`src/hdl/dtu_defs.svh`:
```
// offsets, field positions, reset values and timing counts of the delay trigger unit
`ifndef DTU_DEFS_SVH
`define DTU_DEFS_SVH
`define DTU_OFF_CTRL      8'h00
`define DTU_OFF_MOD       8'h04
`define DTU_OFF_IDLY      8'h08
`define DTU_OFF_STATUS    8'h0c
`define DTU_OFF_CLEAR     8'h10
`define DTU_OFF_IRQEN     8'h14
`define DTU_OFF_COUNT     8'h18
`define DTU_OFF_FAULT     8'h1c
`define DTU_OFF_FCLR      8'h20
`define DTU_OFF_DLY_BASE  8'h40
`define DTU_BIT_EN        0
`define DTU_BIT_CONT      1
`define DTU_BIT_IRQEN     2
`define DTU_BIT_SWTRIG    3
`define DTU_MOD_RST       16'h1f00
`define DTU_IDLY_RST      16'h0000
`define DTU_CONV_TIME_NS  12050
`define DTU_CLK_NS        50
`define DTU_CONV_CYC      ((`DTU_CONV_TIME_NS + `DTU_CLK_NS - 1) / `DTU_CLK_NS)
`endif

```
`src/hdl/dtu_pkg.sv`:
```
// types of the delay trigger unit
package dtu_pkg;
	typedef enum logic [1:0]
	{
		DTU_IDLE = 2'b00,
		DTU_RUN  = 2'b01,
		DTU_WRAP = 2'b11
	} dtu_state_t;
	typedef struct packed
	{
		logic [7:0]  addr;
		logic [31:0] wdata;
		logic        wr;
		logic        rd;
	} dtu_req_t;
endpackage : dtu_pkg

```
`src/hdl/dtu_delay_trigger_unit.sv`:
```
// programmable delay counter pacing paired converter sample triggers
`timescale 1ns/10ps
`include "dtu_defs.svh"
module dtu_delay_trigger_unit #(
	parameter int NCH = 4
) (
	input  wire logic               core_clk,
	input  wire logic               sys_rst,
	input  wire dtu_pkg::dtu_req_t  bus_req,
	output logic [31:0]             bus_rdata,
	input  wire logic [NCH-1:0]     conv_done,
	output logic [NCH-1:0]          arm_pulse_first,
	output logic [NCH-1:0]          arm_pulse_second,
	output logic [NCH-1:0]          result_sel_second,
	output logic [NCH-1:0]          conv_busy,
	output logic                    irq,
	output logic                    fault_irq
);
	import dtu_pkg::*;

	localparam int CONV_CYC = `DTU_CONV_CYC;

	dtu_state_t               state_r;
	logic [15:0]              count_r;
	logic [15:0]              mod_r;
	logic [15:0]              idly_r;
	logic                     en_r;
	logic                     cont_r;
	logic                     irqen_r;
	logic                     status_r;
	logic                     irq_en_r;
	logic [NCH-1:0]           fault_first_r;
	logic [NCH-1:0]           fault_second_r;
	logic [NCH-1:0]           done_s1_r;
	logic [NCH-1:0]           done_s2_r;
	logic [NCH-1:0]           done_s3_r;
	logic [15:0]              dly_first_r  [NCH];
	logic [15:0]              dly_second_r [NCH];
	logic [NCH-1:0]           fire_first;
	logic [NCH-1:0]           fire_second;
	logic [NCH-1:0]           done_pulse;
	logic                     counting;
	logic                     at_mod;
	logic                     idly_hit;
	logic                     wr_ctrl;
	logic                     sw_start;

	assign wr_ctrl  = bus_req.wr && bus_req.addr == `DTU_OFF_CTRL;
	assign sw_start = wr_ctrl && bus_req.wdata[`DTU_BIT_SWTRIG]
		&& bus_req.wdata[`DTU_BIT_EN];
	assign counting = state_r != DTU_IDLE;
	assign at_mod   = counting && count_r == mod_r;
	assign idly_hit = counting && en_r && count_r == idly_r;

	// converter done lines cross from the converter domain
	always_ff @(posedge core_clk)
	begin
		if (sys_rst)
		begin
			done_s1_r <= '0;
			done_s2_r <= '0;
			done_s3_r <= '0;
		end
		else
		begin
			done_s1_r <= conv_done;
			done_s2_r <= done_s1_r;
			done_s3_r <= done_s2_r;
		end
	end
	assign done_pulse = done_s2_r & ~done_s3_r;

	always_ff @(posedge core_clk)
	begin
		if (sys_rst)
		begin
			en_r    <= 1'b0;
			cont_r  <= 1'b0;
			irqen_r <= 1'b0;
			mod_r   <= `DTU_MOD_RST;
			idly_r  <= `DTU_IDLY_RST;
			irq_en_r <= 1'b0;
		end
		else if (bus_req.wr)
		begin
			unique case (bus_req.addr)
				`DTU_OFF_CTRL:
				begin
					en_r    <= bus_req.wdata[`DTU_BIT_EN];
					cont_r  <= bus_req.wdata[`DTU_BIT_CONT];
					irqen_r <= bus_req.wdata[`DTU_BIT_IRQEN];
				end
				`DTU_OFF_MOD:   mod_r  <= bus_req.wdata[15:0];
				`DTU_OFF_IDLY:  idly_r <= bus_req.wdata[15:0];
				`DTU_OFF_IRQEN: irq_en_r <= bus_req.wdata[0];
				default:        ;
			endcase
		end
	end

	// counter sequencing
	always_ff @(posedge core_clk)
	begin
		if (sys_rst)
		begin
			state_r <= DTU_IDLE;
			count_r <= 16'h0000;
		end
		else if (!en_r && !sw_start)
		begin
			state_r <= DTU_IDLE;
			count_r <= 16'h0000;
		end
		else
		begin
			unique case (state_r)
				DTU_IDLE:
				begin
					count_r <= 16'h0000;
					if (sw_start)
						state_r <= DTU_RUN;
				end
				DTU_RUN:
				begin
					if (at_mod)
					begin
						count_r <= 16'h0000;
						state_r <= DTU_WRAP;
					end
					else
						count_r <= count_r + 16'h0001;
				end
				DTU_WRAP:
				begin
					state_r <= cont_r ? DTU_RUN : DTU_IDLE;
					count_r <= 16'h0000;
				end
				default: state_r <= DTU_IDLE;
			endcase
		end
	end

	genvar g;
	generate
		for (g = 0; g < NCH; g++)
		begin : g_ch
			logic [15:0] cnt_conv_r;

			always_ff @(posedge core_clk)
			begin
				if (sys_rst)
				begin
					dly_first_r[g]  <= 16'h0000;
					dly_second_r[g] <= 16'h0000;
				end
				else if (bus_req.wr
					&& bus_req.addr == `DTU_OFF_DLY_BASE + 8'(g * 8))
					dly_first_r[g] <= bus_req.wdata[15:0];
				else if (bus_req.wr
					&& bus_req.addr == `DTU_OFF_DLY_BASE + 8'(g * 8 + 4))
					dly_second_r[g] <= bus_req.wdata[15:0];
			end

			assign fire_first[g] = state_r == DTU_RUN
				&& count_r == dly_first_r[g];
			assign fire_second[g] = state_r == DTU_RUN
				&& count_r == dly_second_r[g];

			always_ff @(posedge core_clk)
			begin
				if (sys_rst)
				begin
					arm_pulse_first[g]   <= 1'b0;
					arm_pulse_second[g]  <= 1'b0;
					result_sel_second[g] <= 1'b0;
				end
				else
				begin
					arm_pulse_first[g]  <= fire_first[g];
					arm_pulse_second[g] <= fire_second[g];
					// route next result to first or second
					if (fire_first[g])
						result_sel_second[g] <= 1'b0;
					else if (fire_second[g])
						result_sel_second[g] <= 1'b1;
				end
			end

			// busy from a trigger until done or worst-case time elapses
			always_ff @(posedge core_clk)
			begin
				if (sys_rst)
				begin
					conv_busy[g] <= 1'b0;
					cnt_conv_r   <= 16'h0000;
				end
				else if ((fire_first[g] || fire_second[g]) && !conv_busy[g])
				begin
					conv_busy[g] <= 1'b1;
					cnt_conv_r   <= 16'(CONV_CYC);
				end
				else if (conv_busy[g])
				begin
					if (done_pulse[g] || cnt_conv_r == 16'h0001)
						conv_busy[g] <= 1'b0;
					cnt_conv_r <= cnt_conv_r - 16'h0001;
				end
			end

			always_ff @(posedge core_clk)
			begin
				if (sys_rst)
				begin
					fault_first_r[g]  <= 1'b0;
					fault_second_r[g] <= 1'b0;
				end
				else
				begin
					if (fire_first[g] && conv_busy[g])
						fault_first_r[g] <= 1'b1;
					else if (bus_req.wr && bus_req.addr == `DTU_OFF_FCLR
						&& bus_req.wdata[g])
						fault_first_r[g] <= 1'b0;
					if (fire_second[g] && conv_busy[g])
						fault_second_r[g] <= 1'b1;
					else if (bus_req.wr && bus_req.addr == `DTU_OFF_FCLR
						&& bus_req.wdata[NCH + g])
						fault_second_r[g] <= 1'b0;
				end
			end
		end
	endgenerate

	// sticky counter event; set wins over the write-one clear
	always_ff @(posedge core_clk)
	begin
		if (sys_rst)
			status_r <= 1'b0;
		else if (idly_hit && irqen_r)
			status_r <= 1'b1;
		else if (bus_req.wr && bus_req.addr == `DTU_OFF_CLEAR
			&& bus_req.wdata[0])
			status_r <= 1'b0;
	end

	always_ff @(posedge core_clk)
	begin
		if (sys_rst)
		begin
			irq       <= 1'b0;
			fault_irq <= 1'b0;
		end
		else
		begin
			irq       <= status_r && irq_en_r;
			// no mask on the fault line
			fault_irq <= |{fault_first_r, fault_second_r};
		end
	end

	always_ff @(posedge core_clk)
	begin
		if (sys_rst)
			bus_rdata <= 32'h0000_0000;
		else if (bus_req.rd)
		begin
			bus_rdata <= 32'h0000_0000;
			unique case (bus_req.addr)
				`DTU_OFF_CTRL:   bus_rdata[2:0] <= {irqen_r, cont_r, en_r};
				`DTU_OFF_MOD:    bus_rdata[15:0] <= mod_r;
				`DTU_OFF_IDLY:   bus_rdata[15:0] <= idly_r;
				`DTU_OFF_STATUS: bus_rdata[0] <= status_r;
				`DTU_OFF_IRQEN:  bus_rdata[0] <= irq_en_r;
				`DTU_OFF_COUNT:  bus_rdata[15:0] <= count_r;
				`DTU_OFF_FAULT:
					bus_rdata[2*NCH-1:0] <= {fault_second_r, fault_first_r};
				default:
				begin
					for (int i = 0; i < NCH; i++)
					begin
						if (bus_req.addr == `DTU_OFF_DLY_BASE + 8'(i * 8))
							bus_rdata[15:0] <= dly_first_r[i];
						if (bus_req.addr == `DTU_OFF_DLY_BASE + 8'(i * 8 + 4))
							bus_rdata[15:0] <= dly_second_r[i];
					end
				end
			endcase
		end
	end
endmodule : dtu_delay_trigger_unit

```
`config.mk`:
```
export PLATFORM = sky130hd
export DESIGN_NAME = dtu_delay_trigger_unit
export DESIGN_NICKNAME = d
export VERILOG_FILES = /design/src/hdl/dtu_pkg.sv /design/src/hdl/dtu_delay_trigger_unit.sv
export VERILOG_INCLUDE_DIRS = /design/src /design/src/hdl
export SDC_FILE = /design/constraint.sdc
export NUM_CORES = 1
export LEC_CHECK = 0
export ABC_AREA = 0
export BUFFER_PORTS_ARGS = -buffer_cell sky130_fd_sc_hd__clkbuf_2
export CORE_MARGIN = 3
export CORE_UTILIZATION = 40
export DETAILED_ROUTE_END_ITERATION = 8
export SKIP_CTS_REPAIR_TIMING = 1
export SLEW_MARGIN = 20
export SYNTH_ARGS = -nofsm -noshare
export SYNTH_HDL_FRONTEND = slang
export SYNTH_SLANG_ARGS = --single-unit
export TNS_END_PERCENT = 50
```
`constraint.sdc`:
```
create_clock -name core_clk -period 7 [get_ports core_clk]
set_input_delay 1.05 -clock core_clk [delete_from_list [all_inputs] [get_ports core_clk]]
set_output_delay 1.05 -clock core_clk [all_outputs]
set_load 0.01 [all_outputs]
```
## Word level (Yosys, flattened, before mapping)

Memories as Yosys holds them, arrays and structs flattened.
Cells that the tools add are included.

- Register bits after elaboration: 173
- Memory bits (writable): 128
- Bits of input ports: 48
- Output and inout bits: 50
- Logic and storage cells: 290
- Memories: 2

Memory list:

| name | depth | width | read ports | clocked after Yosys merged registers in | write ports | RTL line | text |
|---|---|---|---|---|---|---|---|
| dly_first_r | 4 | 16 | 4 | 0 | 4 | dtu_delay_trigger_unit.sv:37 | `logic [15:0] dly_first_r [NCH];` |
| dly_second_r | 4 | 16 | 4 | 0 | 4 | dtu_delay_trigger_unit.sv:38 | `logic [15:0] dly_second_r [NCH];` |

- $add $sub $neg: 5
- Equality and inequality tests: 34
- Mux-type cells: 94
- Bitwise logic cells: 10
- Reduce and logical (&&, ||, !) cells: 98

Operators with widths:

| kind | number |
|---|---|
| 16-bit two-way mux | 17 |
| 16-bit == test | 10 |
| 16-bit by 1-bit == test with 1-bit output (second input constant) | 4 |
| 8-bit by 7-bit == test with 1-bit output (second input constant) | 8 |
| 8-bit two-way mux | 8 |
| 16-bit by 1-bit subtractor with 16-bit output (second input constant) | 4 |
| 1-bit two-way mux | 61 |
| 1-bit logical AND | 48 |
| 8-bit by 5-bit == test with 1-bit output (second input constant) | 4 |
| 16-bit case mux with 2 select lines | 1 |
| 8-bit case mux with 4 select lines | 1 |
| 2-bit nonzero test | 15 |
| 5-bit case mux with 5 select lines | 1 |
| 2-bit OR reduction | 11 |
| 16-bit by 1-bit adder with 16-bit output (second input constant) | 1 |
| 8-bit by 4-bit == test with 1-bit output (second input constant) | 2 |
| 2-bit case mux with 6 select lines | 1 |
| 2-bit AND reduction | 5 |
| 8-bit by 3-bit == test with 1-bit output (second input constant) | 1 |
| 8-bit by 6-bit == test with 1-bit output (second input constant) | 1 |
| 8-bit logical NOT | 1 |
| 1-bit logical OR | 8 |
| 1-bit OR | 8 |
| 8-bit OR reduction | 1 |
| 12 further kinds | 19 |

## Longest topological paths before layout

- Depth in word-level cells: 10
- Gate-level depth with buffers: 9
- Gate-level depth less buffers: 7

## Least setup slack after synthesis

Ideal clock, no wire load.

- Path kind: in2reg
- Start point: input bus_req[36] (netlist name)
- End point: memory dly_second_r[3][0] (enable)
- Setup time: 0.411 ns
- Arrival: 2.988 ns
- Data required time: 6.589 ns
- Path slack: 3.601 ns
- Stages on the path: 5
- Buffers on the path: 2
- Cell sequence: buf_2 -> buf_2 -> and3_1 -> nand2_1 -> o21ai_0

RTL lines:

| what | RTL line | text |
|---|---|---|
| from (decl) | dtu_delay_trigger_unit.sv:9 | `input wire dtu_pkg::dtu_req_t bus_req,` |
| to (decl) | dtu_delay_trigger_unit.sv:38 |  |

## Worst setup path in the final report

- Start point: input bus_req[37] (netlist name)
- End point: register bus_rdata[5]

- Longest elaborated chain between the ends: 10
- Elaborated cells between the ends (all ways): 25
- Those cells by class: eq/ne (14); mux (9); reduce/logical (2)

RTL lines:

| what | RTL line | text |
|---|---|---|
| 8-bit by 7-bit == test with 1-bit output | dtu_delay_trigger_unit.sv:281 | `` if (bus_req.addr == `DTU_OFF_DLY_BASE + 8'(i * 8)) `` |
| 16-bit two-way mux | dtu_delay_trigger_unit.sv:281 |  |
| 16-bit two-way mux | dtu_delay_trigger_unit.sv:283 | `` if (bus_req.addr == `DTU_OFF_DLY_BASE + 8'(i * 8 + 4)) `` |
| 16-bit two-way mux | dtu_delay_trigger_unit.sv:281 |  |
| 16-bit two-way mux | dtu_delay_trigger_unit.sv:283 |  |
| 16-bit two-way mux | dtu_delay_trigger_unit.sv:281 |  |
| 16-bit two-way mux | dtu_delay_trigger_unit.sv:283 |  |
| 16-bit two-way mux | dtu_delay_trigger_unit.sv:281 |  |
| 16-bit two-way mux | dtu_delay_trigger_unit.sv:283 |  |
| 5-bit case mux with 5 select lines * | dtu_delay_trigger_unit.sv:268 | `unique case (bus_req.addr)` |
| to (signal assigned) | dtu_delay_trigger_unit.sv:270 | `` `DTU_OFF_MOD: bus_rdata[15:0] <= mod_r; `` |
| to (signal assigned) | dtu_delay_trigger_unit.sv:282 | `bus_rdata[15:0] <= dly_first_r[i];` |
| to (signal assigned) | dtu_delay_trigger_unit.sv:284 | `bus_rdata[15:0] <= dly_second_r[i];` |
| to (decl) | dtu_delay_trigger_unit.sv:10 | `output logic [31:0] bus_rdata,` |

Every way passes the cells marked *; elsewhere a longest branch is shown, timed or not.
A chain may end at the register's enable or synchronous reset.

==> summary.md <==
| Metric | Value |
|---|---|
| Status | finished clean |
| Worst-path clk slew | 60 ps |
| Cell Chain, Critical Path | clkbuf_2, buf_4, nand2b_1, o22ai_1, nor3_1, o221ai_1, a211oi_1 |
| Congestion Overflow GR | 0 |
| Setup TNS | 0 ps |
| LEAKAGE | 6.53 nW |
| # IOs | 98 |
| Max-cap viol count | 0 |
| Fin crit period | 3610 ps |
| Antenna violations before repair | 2 |
| Hold EP | done_s2_r[1] |
| Setup violations, final | 0 |
| GRT Overall Usage | 0.242 |
| FP Rows | 73 |
| Clock Path Buffers | 3 |
| Final Hold Slack | between 400 and 500 ps |
| Clk_lat worst skew | 550 ps |
| R2r setup slk | between 4000 and 5000 ps |
| Sw Ratio | 0.239 |
| R2R Path End | g_ch[0].cnt_conv_r[1] |
| Antenna-violating nets left | 0 |
| Distinct cells, synth | 83 |
| Worst r2r path cells | 6 |
| ANT cells | 0 |
| Final core occ | 0.448 |
| Main synth FF type | dfxtp_1 |
| Peak Freq | between 200 and 300 MHz |
| Worst Hold Class | register to register |
| Post-DP HPWL | 36.8 mm |
| Leading area contributor after synthesis | edfxtp_1 |
| DRC Markers | 0 |
| Yosys Warn Count | 0 |
| CTS sink cnt | 301 |
| Die height | 207 um |
| Pre-CTS setup slack | roughly 3000 ps |
| Unrepaired setup endpoints after global routing | no |
| Iteration-0 DRC Markers | between 1500 and 2000 |
| Fin crit share | 0.516 |
| CORE AREA | 39900 sq um |
| EDFF count, synth | roughly 130 |
| CTS H-tree depth | 2 |
| Crit path max fanout | 37 |
| TritonCTS clock tree | built |
| Worst Hold Path Cells | 1 |
| CP Capture Type | register |
| Clk network pwr share | 0.461 |
| I/O Buffers | 65 |
| Startpoint types | input port |
| Buffer and inverter count on the worst path | 2 |
| CP required | 7460 ps |
| Chip Width | 207 um |
| Layout cells sized above 1 | 0.111 |
| Pint | 0.00306 W |
| Hold Crit Start | done_s1_r[1] |
| Number of global-route vias before repair | 12800 |
| Root Driver | clkbuf_16 |
| Rel. slew slack | 0.235 |
| Max incr delay on CP | 610 ps |
| Die Area | between 40000 and 50000 sq um |
| R2R Path Start | count_r[13] |
| Area contributors post-synth | edfxtp_1, dfxtp_1, xnor2_1 |
| Peak supply drop | 0.111 mV |
| Synthesis-to-layout area growth | 10.4% |
| Slowest CP cell | nand2b_1 |
| Post-synth top cells | dfxtp_1, nand2_1, nor2_1 |
| WL final | about 53 mm |
| Dpl cells | 2194 |
| Cell Area, Synth | 16200 sq um |
| Largest net degree at the start of global routing | 57 |
| Synthesized flop and latch total | 301 |
| Setup ws final | 3390 ps |
| Final net count | 1767 |
| Post-synth top area share | 0.237 |
| Finished Layout Cells | 2257 |
| Starting density of the core | 0.406 |
| Vias per cell | between 5 and 6 |
| Crit path DAT | approximately 4000 ps |
| Power per cell area | approximately 220 nW/um^2 |
| Critical path class | input port to register |
| Router iterations before antenna repair | 5 |
| Count leader, synth | dfxtp_1 |
| Asr flop ratio synth | 0 |
| Combinational Power Share | 0.062 |
| Final Max Tran Viols | 0 |
| Skew final | a little over 30 ps |
| Syn Inst Count | ~1700 |
| Sequential share of the synthesized area | 0.451 |
| DR WL/cell | 23.7 um |
| Mean Syn Cell Area | ~9.5 sq um |
| Slew @ Worst Pin | 1140 ps |
| Top delay family on crit path | buffers and inverters |
| First-pass GRT wire length | 80.2 mm |
| Placer's final routability congestion estimate | 0.944 |
| Via count | 13200 |
| Hold Fails Final Rpt | 0 |
| Net switching power | approximately 0.00096 W |
| Total CTS buffers | 35 |
| Flop pwr share | 0.477 |
-- sequential cells by signal, summed over array words and instances (netlist names), 16 cells and up --
signal,cells
idly_r,16
mod_r,16
count_r,16
dly_first_r,64
bus_rdata,16
g_ch.cnt_conv_r,64
dly_second_r,64
-- power groups by stage --
stage,combinational [W],sequential (W),clock [W]
finish,0.000249,0.00191,0.00185
global route,0.000263,0.00192,0.00195
CTS,0.000245,0.00191,0.00188
detailed placement,0.000244,0.00195,0
global placement,0.000242,0.00195,0
floorplan,0.000156,0.00194,0
-- worst max path at each step --
stage | depth (start not counted) | startpoint | endpoint | slack, ps
finish | 7 | bus_req[37] | bus_rdata[5] | 3390
global route | 7 | bus_req[37] | bus_rdata[5] | 3310
CTS | 7 | bus_req[37] | bus_rdata[5] | 3530
detailed placement | 7 | bus_req[37] | bus_rdata[5] | 2970
global placement | 7 | bus_req[37] | bus_rdata[5] | 2970
floorplan | 5 | bus_req[36] | dly_second_r[3][0] | 3600
-- cell families (layout without fill, tap and decap cells) --
| family | after synthesis | after routing | share of synthesized area |
|---|---|---|---|
| fa+ha+maj | 13 | 13 | 0.0100 |
| flops | 301 | 301 | 0.451 |
| buf+inv | 161 | 177 | 0.0488 |
| mux | 36 | 36 | 0.0258 |
| simple gates | 715 | 715 | 0.239 |
| xor+xnor | 210 | 210 | 0.114 |
| other cells | 1 | 16 | 0.000231 |
| compound gates | 264 | 264 | 0.112 |
-- through the flow --
step / power (W) / area, sq um
final: 0.00401 / 17900
after detailed placement: 0.00220 / 16700
after global placement: 0.00219 / 16700
after global routing: 0.00413 / 17900
after CTS: 0.00404 / 17900
after floorplan: 0.00210 / 16300
-- layout by cell type (no fill, tap or decap), types with 52 or more instances in the layout --
master,instances
nand3_1,52
edfxtp_1,128
nand2_1,165
xor2_1,90
dfxtp_1,173
a21oi_1,71
and2_1,133
clkbuf_2,65
xnor2_1,120
nor2_1,134
-- cell type report --
cell class	instances	area (sq um)
flip-flops and latches	301	7310
inverters	24	90.1
repair buffers	90	515
fillers	3783	22000
clock buffers	53	1000
well taps	525	657
multi-input cells	1254	8170
clock inverters	10	146
-- per-layer routing --
| layer | vias up | GRT usage | part of all wire |
|---|---|---|---|
| met5 | - | 0 | 0 |
| li1 | 6025 | - | - |
| met3 | 129 | 0.0496 | 0.10 |
| met4 | 0 | 0.103 | 0.047 |
| met1 | 6372 | 0.339 | 0.42 |
| met2 | 688 | 0.364 | 0.43 |
Power figures use the tool's default switching activity.
